## src/design/drd_pkg.sv

```systemverilog
// package of constants and types for the display reset defaults block
// Operation
// - while the hardware reset pin is low the display is held off in the full 128 by 64 configuration.
// - reset restores normal column and row mapping, first column driver at column 0 and first row driver at row 0.
// - reset clears the serial shift register and drops any partly received byte.
// - reset sets the display start line to memory row 0.
// - reset loads the column address counter with 0.
// - reset selects the normal, not reversed, scan direction of the row drivers.
// - reset loads the contrast register with 7Fh.
// - reset selects normal display mode where pixels follow memory, as command A4h does.
package drd_pkg;

    // =========================================================
    // register offsets (byte addresses)
    localparam logic [7:0] DRD_OFS_CTRL     = 8'h00;
    localparam logic [7:0] DRD_OFS_MUX      = 8'h04;
    localparam logic [7:0] DRD_OFS_START    = 8'h08;
    localparam logic [7:0] DRD_OFS_COLUMN   = 8'h0C;
    localparam logic [7:0] DRD_OFS_CONTRAST = 8'h10;
    localparam logic [7:0] DRD_OFS_STATUS   = 8'h14;

    // =========================================================
    // field positions
    localparam int DRD_CTRL_ON_BIT     = 0;
    localparam int DRD_CTRL_SEG_BIT    = 1;
    localparam int DRD_CTRL_COM_BIT    = 2;
    localparam int DRD_CTRL_ENTIRE_BIT = 3;
    localparam int DRD_STAT_CNT_LSB    = 8;
    localparam int DRD_STAT_RST_BIT    = 16;

    // =========================================================
    // reset values
    localparam logic [5:0] DRD_RST_MUX      = 6'h3F;  // 64 rows
    localparam logic [5:0] DRD_RST_START    = 6'h00;
    localparam logic [6:0] DRD_RST_COLUMN   = 7'h00;
    localparam logic [7:0] DRD_RST_CONTRAST = 8'h7F;

    // =========================================================
    // carriers
    typedef struct packed {
        logic       display_on;
        logic       seg_remap;
        logic       com_reverse;
        logic       entire_on;
        logic [5:0] mux_ratio;
        logic [5:0] start_line;
        logic [6:0] column;
        logic [7:0] contrast;
    } drd_cfg_type;

    typedef struct packed {
        logic        psel;
        logic        penable;
        logic        pwrite;
        logic [7:0]  paddr;
        logic [31:0] pwdata;
    } drd_apb_req_type;

    typedef struct packed {
        logic        pready;
        logic        pslverr;
        logic [31:0] prdata;
    } drd_apb_rsp_type;

    typedef struct packed {
        logic sclk;
        logic sdin;
        logic cs_n;
        logic dc;
    } drd_ser_pin_type;

    localparam drd_cfg_type DRD_CFG_RESET = '{display_on: 1'b0, seg_remap: 1'b0, com_reverse: 1'b0,
        entire_on: 1'b0, mux_ratio: DRD_RST_MUX, start_line: DRD_RST_START, column: DRD_RST_COLUMN,
        contrast: DRD_RST_CONTRAST};
    localparam drd_ser_pin_type DRD_PIN_IDLE = '{sclk: 1'b0, sdin: 1'b0, cs_n: 1'b1, dc: 1'b0};

endpackage : drd_pkg

```

## src/design/drd_display_reset.sv

```systemverilog
// display configuration state with hardware reset defaults, serial byte intake and apb access
//
// The APB interface to the registers and the placing of the registers were decided locally.
`timescale 1ns/1ps
module drd_display_reset
    import drd_pkg::*;
(
    input  wire logic            CORE_CLK_IN,
    input  wire logic            RSTN_IN,
    input  wire logic            HW_RESET_N_IN,
    input  wire drd_apb_req_type APB_REQ_IN,
    output drd_apb_rsp_type      APB_RSP_OUT,
    input  wire drd_ser_pin_type SER_PINS_IN,
    output drd_cfg_type          CFG_OUT,
    output logic                 RESET_ACTIVE_OUT
);

    // =========================================================
    // state
    typedef struct packed {
        drd_apb_rsp_type rsp;
        logic            rst_s1;
        logic            rst_s2;
        logic            rst_active;
        drd_ser_pin_type pin_s1;
        drd_ser_pin_type pin_s2;
        logic            sclk_d;
        drd_cfg_type     cfg;
        logic [7:0]      shift;
        logic [2:0]      bit_cnt;
        logic [7:0]      rx_byte;
    } drd_state_type;

    localparam drd_state_type DRD_STATE_RESET = '{rsp: '0, rst_s1: 1'b0, rst_s2: 1'b0, rst_active: 1'b1,
        pin_s1: DRD_PIN_IDLE, pin_s2: DRD_PIN_IDLE, sclk_d: 1'b0, cfg: DRD_CFG_RESET, shift: 8'h00,
        bit_cnt: 3'h0, rx_byte: 8'h00};

    drd_state_type s;
    drd_state_type next_s;
    logic          apb_setup;
    logic          apb_fire;
    logic          sclk_rise;
    logic          hw_rst;

    // =========================================================
    // decode helpers
    function automatic logic addr_ok(input logic [7:0] a);
        addr_ok = (a == DRD_OFS_CTRL) || (a == DRD_OFS_MUX) || (a == DRD_OFS_START) ||
                  (a == DRD_OFS_COLUMN) || (a == DRD_OFS_CONTRAST) || (a == DRD_OFS_STATUS);
    endfunction : addr_ok

    function automatic logic [31:0] read_word(input logic [7:0] a, input drd_state_type st);
        read_word = 32'h0000_0000;
        case (a)
            DRD_OFS_CTRL: begin
                read_word[DRD_CTRL_ON_BIT]     = st.cfg.display_on;
                read_word[DRD_CTRL_SEG_BIT]    = st.cfg.seg_remap;
                read_word[DRD_CTRL_COM_BIT]    = st.cfg.com_reverse;
                read_word[DRD_CTRL_ENTIRE_BIT] = st.cfg.entire_on;
            end
            DRD_OFS_MUX:      read_word[5:0] = st.cfg.mux_ratio;
            DRD_OFS_START:    read_word[5:0] = st.cfg.start_line;
            DRD_OFS_COLUMN:   read_word[6:0] = st.cfg.column;
            DRD_OFS_CONTRAST: read_word[7:0] = st.cfg.contrast;
            DRD_OFS_STATUS: begin
                read_word[7:0]                                = st.rx_byte;
                read_word[DRD_STAT_CNT_LSB +: 3]              = st.bit_cnt;
                read_word[DRD_STAT_RST_BIT]                   = st.rst_active;
            end
            default: read_word = 32'h0000_0000;
        endcase
    endfunction : read_word

    // =========================================================
    // event terms
    assign apb_setup = APB_REQ_IN.psel && !APB_REQ_IN.penable;
    assign apb_fire  = APB_REQ_IN.psel && APB_REQ_IN.penable && s.rsp.pready;
    assign sclk_rise = !s.pin_s2.cs_n && s.pin_s2.sclk && !s.sclk_d;
    assign hw_rst    = !s.rst_s2;

    // =========================================================
    // next state
    always_comb begin
        next_s = s;
        // pin synchronisers; only the second stage is read by logic
        next_s.rst_s1     = HW_RESET_N_IN;
        next_s.rst_s2     = s.rst_s1;
        next_s.rst_active = hw_rst;
        next_s.pin_s1     = SER_PINS_IN;
        next_s.pin_s2     = s.pin_s1;
        next_s.sclk_d     = s.pin_s2.sclk;

        // apb answer is built in the setup cycle, ready one cycle later
        next_s.rsp.pready = apb_setup;
        if (apb_setup) begin
            next_s.rsp.pslverr = !addr_ok(APB_REQ_IN.paddr) || (APB_REQ_IN.pwrite && hw_rst);
            next_s.rsp.prdata  = APB_REQ_IN.pwrite ? 32'h0000_0000 : read_word(APB_REQ_IN.paddr, s);
        end

        // serial byte assembly, msb first
        if (sclk_rise) begin
            next_s.shift   = {s.shift[6:0], s.pin_s2.sdin};
            next_s.bit_cnt = s.bit_cnt + 3'h1;
            if (s.bit_cnt == 3'h7) begin
                next_s.rx_byte = {s.shift[6:0], s.pin_s2.sdin};
                // a data byte advances the column counter, wrapping at 128
                if (s.pin_s2.dc) begin
                    next_s.cfg.column = s.cfg.column + 7'h01;
                end
            end
        end
        // deselect abandons a partial byte so the next one starts aligned
        if (s.pin_s2.cs_n) begin
            next_s.bit_cnt = 3'h0;
        end

        // register writes take effect on the access edge only
        if (apb_fire && APB_REQ_IN.pwrite && !s.rsp.pslverr) begin
            case (APB_REQ_IN.paddr)
                DRD_OFS_CTRL: begin
                    next_s.cfg.display_on  = APB_REQ_IN.pwdata[DRD_CTRL_ON_BIT];
                    next_s.cfg.seg_remap   = APB_REQ_IN.pwdata[DRD_CTRL_SEG_BIT];
                    next_s.cfg.com_reverse = APB_REQ_IN.pwdata[DRD_CTRL_COM_BIT];
                    next_s.cfg.entire_on   = APB_REQ_IN.pwdata[DRD_CTRL_ENTIRE_BIT];
                end
                DRD_OFS_MUX:      next_s.cfg.mux_ratio  = APB_REQ_IN.pwdata[5:0];
                DRD_OFS_START:    next_s.cfg.start_line = APB_REQ_IN.pwdata[5:0];
                DRD_OFS_COLUMN:   next_s.cfg.column     = APB_REQ_IN.pwdata[6:0];
                DRD_OFS_CONTRAST: next_s.cfg.contrast   = APB_REQ_IN.pwdata[7:0];
                default: begin
                end
            endcase
        end

        // hardware reset overrides the configuration, shift register and bit count for as long as the pin is low
        if (hw_rst) begin
            next_s.cfg     = DRD_CFG_RESET;
            next_s.shift   = 8'h00;
            next_s.bit_cnt = 3'h0;
        end
    end

    // =========================================================
    // state register
    always_ff @(posedge CORE_CLK_IN or negedge RSTN_IN) begin
        if (!RSTN_IN) begin
            s <= DRD_STATE_RESET;
        end else begin
            s <= next_s;
        end
    end

    // outputs taken straight from the state flops
    assign APB_RSP_OUT      = s.rsp;
    assign CFG_OUT          = s.cfg;
    assign RESET_ACTIVE_OUT = s.rst_active;
endmodule : drd_display_reset

```

## config.mk

```make
export PLATFORM = sky130hd
export DESIGN_NAME = drd_display_reset
export DESIGN_NICKNAME = d
export VERILOG_FILES = /design/src/design/drd_pkg.sv /design/src/design/drd_display_reset.sv
export SDC_FILE = /design/constraint.sdc
export NUM_CORES = 1
export LEC_CHECK = 0
export BUFFER_PORTS_ARGS = -buffer_cell sky130_fd_sc_hd__buf_2
export CORE_MARGIN = 1
export CORE_UTILIZATION = 47
export DETAILED_ROUTE_END_ITERATION = 16
export GPL_TIMING_DRIVEN = 0
export PLACE_DENSITY = 0.76
export SYNTH_ARGS = -nofsm -noshare
export SYNTH_HDL_FRONTEND = slang
export SYNTH_SLANG_ARGS = --single-unit
```

## constraint.sdc

```tcl
create_clock -name CORE_CLK_IN -period 1.8 [get_ports CORE_CLK_IN]
set_clock_uncertainty 0.15 [all_clocks]
set_input_delay 0.36 -clock CORE_CLK_IN [delete_from_list [all_inputs] [get_ports CORE_CLK_IN]]
set_output_delay 0.36 -clock CORE_CLK_IN [all_outputs]
set_load 0.03 [all_outputs]
```

======== Word-level counts from Yosys, hierarchy flattened ========
Cells that the tools add are included.
cells by class
  $add $sub $neg .......................... 2
  multipliers ............................. 0
  div/mod/pow operators ................... 0
  magnitude comparators ................... 0
  eq/ne operators ......................... 13
  shift operators ......................... 0
  muxes and demuxes ....................... 20
  bitwise operators ....................... 0
  reduce and logical (&&, ||, !) cells .... 26
operators by type and width
  kind                 count
  $mux 42              1
  $mux 31              1
  $mux 7               4
  $pmux 4 s6           1
  $mux 19              1
  $mux 17              1
  $eq 8x4->1 const B   2
  $eq 8x5->1 const B   2
  $mux 8               2
  $mux 6               2
  $ne 2x1->1 const B   6
  $pmux 2 s5           1
  $reduce_and 2->1     5
  $eq 8x3->1 const B   1
  $logic_and 1x1->1    8
  $logic_not 8->1      1
  $add 7x1->7 const B  1
  $logic_not 1->1      6
  $logic_or 1x1->1     6
  $mux 3               2
  $mux 4               1
  $add 3x1->3 const B  1
  $eq 3x3->1 const B   1
  $ne 3x2->1 const B   1
  3 further kinds      3
storage, ports and cells
  bits in registers ....................... 95
  bits in latches ......................... 0
  bits in writable memories ............... 0
  memory bits (read-only) ................. 0
  bits of input ports ..................... 50
  memories kept ........................... 0

======== Longest topological paths before layout ========
Gate-level depths: netlist of the first run.
  depth after elaboration ................. 8
  mapped depth ............................ 7
  gate-level depth less buffers ........... 6

======== Worst setup path before layout of the first run ========
Ideal clock, no wire load.
  kind .................................... reg-to-reg
  start point ............................. reg s[8] (netlist bit)
  end point ............................... reg s[0] (netlist bit)
  library setup time ...................... 0.125 ns
  arrival ................................. 1.607 ns
  data required time ...................... 1.525 ns
  path slack .............................. -0.082 ns
  stages on the path, launching flop included .. 6
  clock period less this slack ............ 1.882 ns
  path through ............................ dfrtp_1 ha_1 ha_1 nand4bb_1 clkbuf_1 mux2_2
between the ends
  cells in the longest elaborated chain, start to end .. 2
RTL lines
  what                               RTL line                  RTL
  start, declared                    drd_display_reset.sv:38   drd_state_type s;
  start signal, assigned             drd_display_reset.sv:149  s <= next_s;
  $eq 3x3->1                         drd_display_reset.sv:104  if (s.bit_cnt == 3'h7) begin
  $reduce_and 2->1 (no source line)  n/a
No other way between the ends.
A chain may end at the register's enable or synchronous reset.

==> metrics, run 1 <==
outcome=complete, but fails checks; failing checks=setup timing; # DRC=0; Bufs on Longest Clock Path=2; vias in the first global route=2,783; Crit Path Class=reg -> reg; antenna-violating nets left=0; CP required=1.88 ns; P_int=0.00259 W; Syn. warnings=0; area leader, netlist=dfrtp_1; #FFs+latches synth=75; Compound-Gate Fraction of Synth Area=5.78%; Hold Path Class=in -> reg; Clock Latency Late Sink=0.35 ns; n_diodes=0; Post-Synth Adder-Cell Area=0.942%; share of the synthesized area in the top cell type=37.1%; top cells by count, synth=buf_4 (65), dfrtp_1 (59), nand2_1 (34), mux2i_1 (30), nor2_1 (23); Netlist Area Pre-Place=3980 um2; cell with the most instances after synthesis=buf_4; Post-synth top flop=dfrtp_1; largest net degree at the start of global routing=76; area grow syn2layout=25.4%; Tot GR Track Use=22.2%; NetSw=0.000819 W; Leak Pwr=2.51 nW; Crit Path Max Fanout=3; dpl ws=-0.298 ns; routed vias/inst=5.17; Comb pwr share=9.7%; startpoint types=flip-flop; htree depth=3; Tmin final=1.80 ns; clk sinks=75; Seq/Total Area, Yosys=47.6%; Fin. Hold Viols=0; TritonRoute pass-1 iters=7; Avg WL per Cell=15.6 um; unrepaired setup endpoints after global routing=true; Seq pwr share=50.6%; VDD IR-drop max=0.498 mV; Post-synth EDFFs=0; final worst path period share=100%; Sw Ratio=24.1%; Cell variety after synth=49; Die Ht=94.1 um; die area=8850 um2; die width=94.1 um; Fmax=555 MHz; Initial Util=48.5%; HPWL Detailed=6540 um; initial antenna violation count=0; Syn Area/Cell=10.8 um2; max cap viols=0; PortBufs=71; gr ovfl total=0; routed vias=3,072; Site Rows=33; root buf cell=clkbuf_8; combinational family with the most area after synthesis=simple AND/OR/NAND/NOR gates; CTS tree=built; drt first-iter violations=266; total routed wirelength=9260 um; Post-Syn Instances=370; Pwr Density=682 nW/um2; Crit path arrival time=1.88 ns; clock transition at the registers of the reported paths=0.07 ns; max-slew violations=0; simple logic cell fraction of the synthesized area=15.5%; Slew headroom=62.3%; I/O pins=116; global-route wire length before repair=14,400 um; Final GP Congestion=0.959; Clk pwr share=39.8%; Floorplan Core Area=8220 um2; CTS Buf Count=9; slew of the pin with the lowest slew margin=0.563 ns; Setup WS post-layout=-0.00207 ns; Final Net Count=537; main area contributors after synthesis=dfrtp_1 (37%), buf_4 (12%), dfstp_2 (11%); Worst setup EP type=flip-flop; share of cells above drive strength 1=45.4%; mux share of post-synthesis cell area=14.3%; Setup Viol. Count Final=2; Power Total=0.00340 W; XOR/XNOR Fraction of Synth Area=1.54%; Post-synth ARST share=100%
kinds of logic after synthesis:
family / Yosys count
AOI/OAI and AO/OA: 37
xor gates and xnor gates: 7
adders and majority gates: 3
buffers and inverters: 83
DFF: 75
muxes: 50
other: 1
and+or+nand+nor: 114
routing by layer:
metal | global-route usage, % | up-vias | share of wire (%)
li1 | - | 1429 | -
met5 | 0 | - | 0
met1 | 30.4 | 1479 | 42
met4 | 8.21 | 0 | 2.6
met2 | 34.4 | 141 | 48
met3 | 4.94 | 23 | 7.9
path summary, 6_finish.rpt:
path / from / to / slack (ns) / cells after the start
setup reg to reg: s[9]$_DFFE_PN0P_ / CFG_OUT[14]$_DFF_PN0_ / -0.002 / 7
max in group asynchronous: RSTN_IN / RESET_ACTIVE_OUT$_DFF_PN1_ / 0.75 / 3
setup / recovery: s[9]$_DFFE_PN0P_ / CFG_OUT[14]$_DFF_PN0_ / -0.002 / 7
min in group asynchronous: RSTN_IN / s[2]$_DFFE_PN0P_ / 0.43 / 3
hold reg to reg: next_s[53]$_DFF_PN0_ / s[53]$_DFF_PN0_ / 0.20 / 0
hold / removal: APB_REQ_IN[7] / CFG_OUT[7]$_DFFE_PN0P_ / 0.13 / 3
placed cells by master (no fill, tap or decap), drive strengths merged, types with 13 or more instances in the layout:
master and count:
dfstp 16, nor2 24, buf 150, dfrtp 59, clkbuf 22, o21ai 13
nand2 34, nand3 15, mux2i 30, conb 20, mux2 16
power by group through the flow:
stage	registers (W)	logic, W	clock network [W]
3_5_place_dp	0.00175	0.000309	0
5_1_grt	0.00172	0.000358	0.00143
3_3_place_gp	0.00175	0.000296	0
6_report	0.00172	0.000329	0.00135
2_1_floorplan	0.00175	0.000192	0
4_1_cts	0.00172	0.000323	0.00137
worst max-delay path: stages (launching register included):
cell	delay [ns]
dfrtp_1	0.38
ha_2	0.20
ha_4	0.13
nand4bb_1	0.15
buf_4	0.19
nor4_4	0.26
xnor2_1	0.15
a21oi_1	0.08
through the flow:
| step | cell area [um2] | hold WS, ns | util (%) | setup TNS (ns) | cells |
|---|---|---|---|---|---|
| 2_1_floorplan | 4060 | -0.0856 | - | 0 | 389 |
| 3_3_place_gp | 4540 | 0.182 | 55.3 | -20.59 | 565 |
| 3_5_place_dp | 4570 | 0.186 | 55.7 | -9.81 | 566 |
| 4_1_cts | 4900 | 0.121 | 59.6 | -0.160 | 590 |
| 5_1_grt | 4990 | 0.116 | 60.8 | -0.261 | 594 |
| 6_report | 4990 | 0.129 | 60.8 | -0.00353 | 594 |
state kept, by name (all words and copies together) (netlist names):
| name | flops |
|---|---|
| s | 23 |
| RESET_ACTIVE_OUT | 1 |
| APB_RSP_OUT | 14 |
| next_s | 6 |
| CFG_OUT | 31 |
area by class of cell:
cell class / count / area (um2)
repair buffers: 86 / 515
well taps: 105 / 131
fillers: 690 / 3220
plain buffers: 77 / 557
clock buffers: 15 / 176
inverters: 4 / 16.3
clock inverters: 1 / 30.0
multi-input cells: 231 / 1670
flip-flops and latches: 75 / 1900
what timing repair did:
action	4_1_cts	5_1_grt
hold endpoints to repair	64	0
setup buffers	2	5
gates cloned	1	0
hold buffers	6	0
setup endpoints to repair	36	36
resized for setup	9	17
pin swaps	2	4
(Power assumes the default switching activity.)
==> run 2, diff against run 1 <==
--- a/config.mk
+++ b/config.mk
@@ -5,12 +5,13 @@
 export SDC_FILE = /design/constraint.sdc
 export NUM_CORES = 1
 export LEC_CHECK = 0
+export ABC_AREA = 1
 export BUFFER_PORTS_ARGS = -buffer_cell sky130_fd_sc_hd__buf_2
 export CORE_MARGIN = 1
-export CORE_UTILIZATION = 47
+export CORE_UTILIZATION = 48
 export DETAILED_ROUTE_END_ITERATION = 16
 export GPL_TIMING_DRIVEN = 0
-export PLACE_DENSITY = 0.76
+export PLACE_DENSITY = 0.77
 export SYNTH_ARGS = -nofsm -noshare
 export SYNTH_HDL_FRONTEND = slang
 export SYNTH_SLANG_ARGS = --single-unit
==> metrics, run 2 <==
area leader, netlist=dfrtp_1 (unchanged); startpoint types=flip-flop (unchanged); Post-Syn Instances=501 (was 370); Syn Area/Cell=8.36 um2 (was 10.8 um2); PortBufs=71 (unchanged); max-slew violations=0 (unchanged); Leak Pwr=2.76 nW (was 2.51 nW); Syn. warnings=0 (unchanged); RR Endpoint=CFG_OUT[8]$_DFF_PN0_ (was CFG_OUT[14]$_DFF_PN0_); Crit Path Class=reg -> out (was reg -> reg); top cells by count, synth=nand2_1 (114), buf_4 (67), dfrtp_1 (59), inv_1 (53), nand3_1 (42) (was buf_4 (65), dfrtp_1 (59), nand2_1 (34), mux2i_1 (30), nor2_1 (23)); Layout fillers=766 (was 690); Post-synth ARST share=100% (unchanged); Tmin final=1.71 ns (was 1.80 ns); Fmax=584 MHz (was 555 MHz); global-route wire length before repair=14,700 um (was 14,400 um); worst hold margin=-0.0195 ns (was 0.129 ns); htree depth=3 (unchanged); clock transition at the registers of the reported paths=0.09 ns (was 0.07 ns); gr ovfl total=0 (unchanged); Setup WS post-layout=0.0865 ns (was -0.00207 ns); register-to-register setup slack=0.11 ns (was -0.002 ns); Floorplan Core Area=8340 um2 (was 8220 um2); Tot GR Track Use=21.7% (was 22.2%); share of cells above drive strength 1=36.9% (was 45.4%); Final Net Count=660 (was 537); CTS Buf Count=9 (unchanged); VDD IR-drop max=0.524 mV (was 0.498 mV); Avg WL per Cell=13.0 um (was 15.6 um); Post-Route Setup TNS=0 ns (was -0.00353 ns); Seq/Total Area, Yosys=45.3% (was 47.6%); routed vias=3,423 (was 3,072); n_diodes=0 (unchanged); Worst setup EP type=primary output (was flip-flop); area grow syn2layout=19.8% (was 25.4%); failing checks=hold timing (was setup timing); Final GP Congestion=0.906 (was 0.959); commonest non-fill, non-tap cell in the layout=nand2_1 (was buf_4); total routed wirelength=9310 um (was 9260 um); I/O pins=116 (unchanged); Fin. Hold Viols=20 (was 0); CTS tree=built (unchanged); Crit Path Max Fanout=3 (unchanged); # DRC=0 (unchanged); outcome=complete, but fails checks (unchanged); root buf cell=clkbuf_8 (unchanged); clk sinks=75 (unchanged); HPWL Detailed=7180 um (was 6540 um); drt first-iter violations=184 (was 266); unrepaired setup endpoints after global routing=false (was true); Crit path arrival time=1.20 ns (was 1.88 ns); Cell variety after synth=36 (was 49); TritonRoute pass-1 iters=4 (was 7); CP required=1.29 ns (was 1.88 ns); largest net degree at the start of global routing=76 (unchanged); initial antenna violation count=0 (unchanged); antenna-violating nets left=0 (unchanged); dpl ws=0.00403 ns (was -0.298 ns); final worst path period share=95.2% (was 100%); Site Rows=33 (unchanged); cell with the most instances after synthesis=nand2_1 (was buf_4); Bufs on Longest Clock Path=2 (unchanged); Hold Path Class=in -> async (was in -> reg); max cap viols=0 (unchanged); Die Ht=95.4 um (was 94.1 um); die width=95.4 um (was 94.1 um); routed vias/inst=4.77 (was 5.17); Setup Viol. Count Final=0 (was 2); Initial Util=50.2% (was 48.5%); reg2reg start=s[8]$_DFFE_PN0P_ (was s[9]$_DFFE_PN0P_); slew of the pin with the lowest slew margin=0.909 ns (was 0.563 ns); Post-synth top flop=dfrtp_1 (unchanged); worst reg2reg path depth=8 (was 7); die area=9100 um2 (was 8850 um2); #FFs+latches synth=75 (unchanged); Pwr Density=710 nW/um2 (was 682 nW/um2); # Post-CTS Setup Buffers=0 (was 2); vias in the first global route=3,137 (was 2,783); most frequent cells in the layout=nand2_1 (114), buf_2 (73), buf_4 (69) (was buf_4 (73), buf_2 (72), dfrtp_1 (59)); Slew headroom=39.4% (was 62.3%); Netlist Area Pre-Place=4190 um2 (was 3980 um2); share of the synthesized area in the top cell type=35.3% (was 37.1%); number of flip-flops in the largest register=31 (unchanged); main area contributors after synthesis=dfrtp_1 (35%), buf_4 (12%), nand2_1 (10%) (was dfrtp_1 (37%), buf_4 (12%), dfstp_2 (11%)); Clock Latency Late Sink=0.36 ns (was 0.35 ns); Post-synth EDFFs=0 (unchanged)
[run 2: changes by cell type after synthesis, moves of 8 or more]
cell     delta
mux2i_1    -30
nand3_1    +28
o21ai_1    +12
nor2_1      +9
nand2_1    +80
inv_2       +8
o21ai_0    +10
inv_1      +50
mux2_2     -16
[run 2: routing by layer]
layer  GRT usage [%]  vias to the layer above  wire length (um)
li1                -                     1719                 -
met5               0                        -                 0
met4            9.95                        0               224
met1            28.8                     1563              4170
met2            34.8                      122              4410
met3            3.67                       19               504
[run 2: how the worst max path moves through the flow]
stage                                 startpoint                    endpoint  slack, ns  depth (start not counted)
after floorplan                 s[8]$_DFFE_PN0P_       CFG_OUT[12]$_DFF_PN0_       0.28                          9
after global routing            s[9]$_DFFE_PN0P_       CFG_OUT[13]$_DFF_PN0_       0.01                         10
after CTS                       s[8]$_DFFE_PN0P_        CFG_OUT[8]$_DFF_PN0_       0.02                          8
after global placement                   RSTN_IN  APB_RSP_OUT[2]$_DFFE_PN0P_      -0.20                          1
after detailed placement        s[8]$_DFFE_PN0P_            s[6]$_DFFE_PN0P_      0.004                          5
final                     CFG_OUT[5]$_DFFE_PN1P_                  CFG_OUT[5]       0.09                          2
[run 2: kinds of logic (layout without fill, tap and decap cells)]
group | Yosys count | count (layout) | share of synthesized area, %
AO/OA/AOI/OAI | 61 | 61 | 8.82
adder cells (fa/ha/maj) | 3 | 3 | 0.897
AND/OR/NAND/NOR | 224 | 224 | 26.0
flip-flops | 75 | 75 | 45.3
other | 1 | 20 | 0.0896
buffers and inverters | 137 | 229 | 18.9
[run 2: through the flow]
step           std cells  util (%)  hold slack, ns  total power (W)  instance area [um2]
2_1_floorplan        520         -         -0.0856          0.00210                 4260
3_3_place_gp         696      56.9           0.184          0.00222                 4740
3_5_place_dp         696      56.9           0.187          0.00223                 4750
4_1_cts              716      60.0          0.0135          0.00359                 5000
5_1_grt              717      60.1          0.0605          0.00371                 5010
6_report             717      60.1         -0.0195          0.00356                 5010
[run 2: cell type report]
class / count / area [um2] / share of cell area [%]
Buffer: 73 / 551 / 11.0
Clock buffer: 10 / 138 / 2.74
Clock inverter: 6 / 71.3 / 1.42
Inverter: 63 / 239 / 4.77
Multi-Input combinational cell: 308 / 1580 / 31.4
Sequential cell: 75 / 1900 / 37.8
Tap cell: 105 / 131 / 2.62
Timing Repair Buffer: 77 / 413 / 8.23
[run 2: power by group]
group	switching, W	internal, W
Combinational	0.000288	0.000149
Sequential	0.0000307	0.00174
Clock	0.000662	0.000690
[run 2: critical path, stage by stage, from the launching register on]
cell	delay, ns
dfstp_2	0.57
buf_4	0.11
buf_2	0.18
[run 2: repair_timing]
item,in CTS,in global routing
gates cloned,0,1
hold buffers,5,0
hold endpoints to repair,5,0
endpoints found under the setup margin,4,7
pin swaps,0,1
gates resized for setup,0,5
==> run 3, diff against run 2 <==
--- a/config.mk
+++ b/config.mk
@@ -8,10 +8,10 @@
 export ABC_AREA = 1
 export BUFFER_PORTS_ARGS = -buffer_cell sky130_fd_sc_hd__buf_2
 export CORE_MARGIN = 1
-export CORE_UTILIZATION = 48
+export CORE_UTILIZATION = 50
 export DETAILED_ROUTE_END_ITERATION = 16
 export GPL_TIMING_DRIVEN = 0
-export PLACE_DENSITY = 0.77
+export PLACE_DENSITY_LB_ADDON = 0.12
 export SYNTH_ARGS = -nofsm -noshare
 export SYNTH_HDL_FRONTEND = slang
 export SYNTH_SLANG_ARGS = --single-unit
==> constraint.sdc (replaced) <==
create_clock -name CORE_CLK_IN -period 2.1 [get_ports CORE_CLK_IN]
set_clock_uncertainty 0.15 [all_clocks]
set_input_delay 0.42 -clock CORE_CLK_IN [delete_from_list [all_inputs] [get_ports CORE_CLK_IN]]
set_output_delay 0.42 -clock CORE_CLK_IN [all_outputs]
set_load 0.03 [all_outputs]
==> metrics, run 3 (synthesis results as in run 2) <==
outcome=completed (was complete, but fails checks); Layout fillers=720 (was 766); Initial Util=51.2% (was 50.2%); Floorplan Core Area=8180 um2 (was 8340 um2); startpoint types=flip-flop (unchanged); Pwr Density=598 nW/um2 (was 710 nW/um2); register-to-register setup slack=0.30 ns (was 0.11 ns); vias in the first global route=3,046 (was 3,137); NetSw=0.000816 W (was 0.000981 W); gr ovfl total=0 (unchanged); # DRC=0 (unchanged); max cap viols=0 (unchanged); area grow syn2layout=19.4% (was 19.8%); die area=8740 um2 (was 9100 um2); Post-Route Setup TNS=0 ns (unchanged); P_int=0.00217 W (was 0.00258 W); final worst path period share=85.6%; n_diodes=0 (unchanged); commonest non-fill, non-tap cell in the layout=nand2_1 (unchanged); Final Net Count=659 (was 660); TritonRoute pass-1 iters=5 (was 4); Fin. Hold Viols=0 (was 20); Bufs on Longest Clock Path=2 (unchanged); Final GP Congestion=0.906 (unchanged); most frequent cells in the layout=nand2_1 (114), buf_2 (73), buf_4 (68) (was nand2_1 (114), buf_2 (73), buf_4 (69)); antenna-violating nets left=0 (unchanged); fin util=61.1% (was 60.1%); Site Rows=33 (unchanged); clock transition at the registers of the reported paths=0.08 ns (was 0.09 ns); Comb pwr share=12.6% (was 12.3%); dpl cells=697 (was 696); worst hold margin=0.0182 ns (was -0.0195 ns); CTS Buf Count=9 (unchanged); Sw Ratio=27.3% (was 27.5%); htree depth=3 (unchanged); Tot GR Track Use=22.5% (was 21.7%); Placed Area=4770 um2 (was 4750 um2); Fmax=556 MHz; # resized after CTS=0 (unchanged); VDD IR-drop max=0.397 mV (was 0.524 mV); Worst setup EP type=flip-flop (was primary output); Avg WL per Cell=12.6 um (was 13.0 um); Final Cell Area=5000 um2 (was 5010 um2); initial antenna violation count=0 (unchanged); Hold Path Class=in -> reg (was in -> async); Leak Pwr=2.75 nW (was 2.76 nW); I/O pins=116 (unchanged); PortBufs=71 (unchanged); Setup Viol. Count Final=0 (unchanged); number of flip-flops in the largest register=31 (unchanged); HPWL Detailed=7030 um (was 7180 um); Clk pwr share=36.6% (was 37.9%); die width=93.5 um (was 95.4 um); CP required=2.17 ns (was 1.29 ns); drt first-iter violations=201 (was 184); CTS tree=built (unchanged); clk sinks=75 (unchanged); global-route wire length before repair=14,900 um (was 14,700 um); Seq pwr share=50.8% (was 49.8%); Crit path arrival time=1.87 ns (was 1.20 ns); Tmin final=1.80 ns; share of cells above drive strength 1=36.5% (was 36.9%); Die Ht=93.5 um (was 95.4 um); Crit Path Class=reg -> reg (was reg -> out); unrepaired setup endpoints after global routing=false (unchanged); root buf cell=clkbuf_8 (unchanged); total routed wirelength=9040 um (was 9310 um); routed vias=3,389 (was 3,423); Crit Path Max Fanout=10 (was 3); largest net degree at the start of global routing=50 (was 76); max-slew violations=0 (unchanged); Clock Latency Late Sink=0.35 ns (was 0.36 ns); Cell Count, Final, Fillers Out=716 (was 717); routed vias/inst=4.73 (was 4.77)
[run 3: changes by cell type in the layout (fill, tap and decap cells not counted), sizes merged]
cell,before,now
dlygate4sd3,5,3
inv,64,62
clkbuf,11,12
clkinv,2,3
clkinvlp,2,3
[run 3: metal layers]
layer	track usage [%]	share of wire (%)
met1	32.1	47
met2	35.0	46
met3	3.17	5.2
met4	7.95	1.2
met5	0	0
[run 3: power by group through the flow]
stage	logic [W]	clock network [W]	registers, W
finish	0.000376	0.00109	0.00152
global route	0.000413	0.00118	0.00152
CTS	0.000375	0.00112	0.00152
detailed placement	0.000373	0	0.00155
global placement	0.000362	0	0.00155
floorplan	0.000259	0	0.00154
[run 3: final timing paths]
| kind | start | endpoint | depth (start not counted) |
|---|---|---|---|
| max | s[8]$_DFFE_PN0P_ | s[1]$_DFFE_PN0P_ | 5 |
| max reg2reg | s[8]$_DFFE_PN0P_ | s[1]$_DFFE_PN0P_ | 5 |
| min reg2reg | next_s[60]$_DFF_PN0_ | s[60]$_DFF_PN0_ | 0 |
| min | SER_PINS_IN[2] | next_s[53]$_DFF_PN0_ | 1 |
| min in group asynchronous | RSTN_IN | APB_RSP_OUT[33]$_DFF_PN0_ | 2 |
| max in group asynchronous | RSTN_IN | next_s[52]$_DFF_PN1_ | 3 |
[run 3: what timing repair did]
action / in CTS / in global routing
setup buffers: 0 / 0
endpoints found under the setup margin: 0 / 0
hold buffers: 1 / 2
endpoints found under the hold margin: 15 / 2
[run 3: layout make-up]
cell class                 instances  area (um2)  share of cell area (%)
clock buffer                      10         128                    2.55
inverter                          63         239                    4.78
buffer                            74         552                    11.0
multi-input combinational        308        1570                    31.4
clock inverter                     6        66.3                    1.33
sequential                        75        1900                    37.9
timing repair buffer              75         415                    8.31
tap                              105         131                    2.63
[run 3: metrics by stage]
stage | worst slack (ns) | power (W)
after floorplan | 0.582 | 0.00180
after detailed placement | 0.274 | 0.00192
after global routing | 0.152 | 0.00312
final | 0.303 | 0.00299
after CTS | 0.318 | 0.00301
after global placement | -0.0193 | 0.00191
[run 3: critical path, stage by stage (launching register included)]
cell      delay [ns]
dfrtp_1         0.40
ha_1            0.21
ha_1            0.23
nand2_1         0.22
clkbuf_1        0.33
o21ai_0         0.13
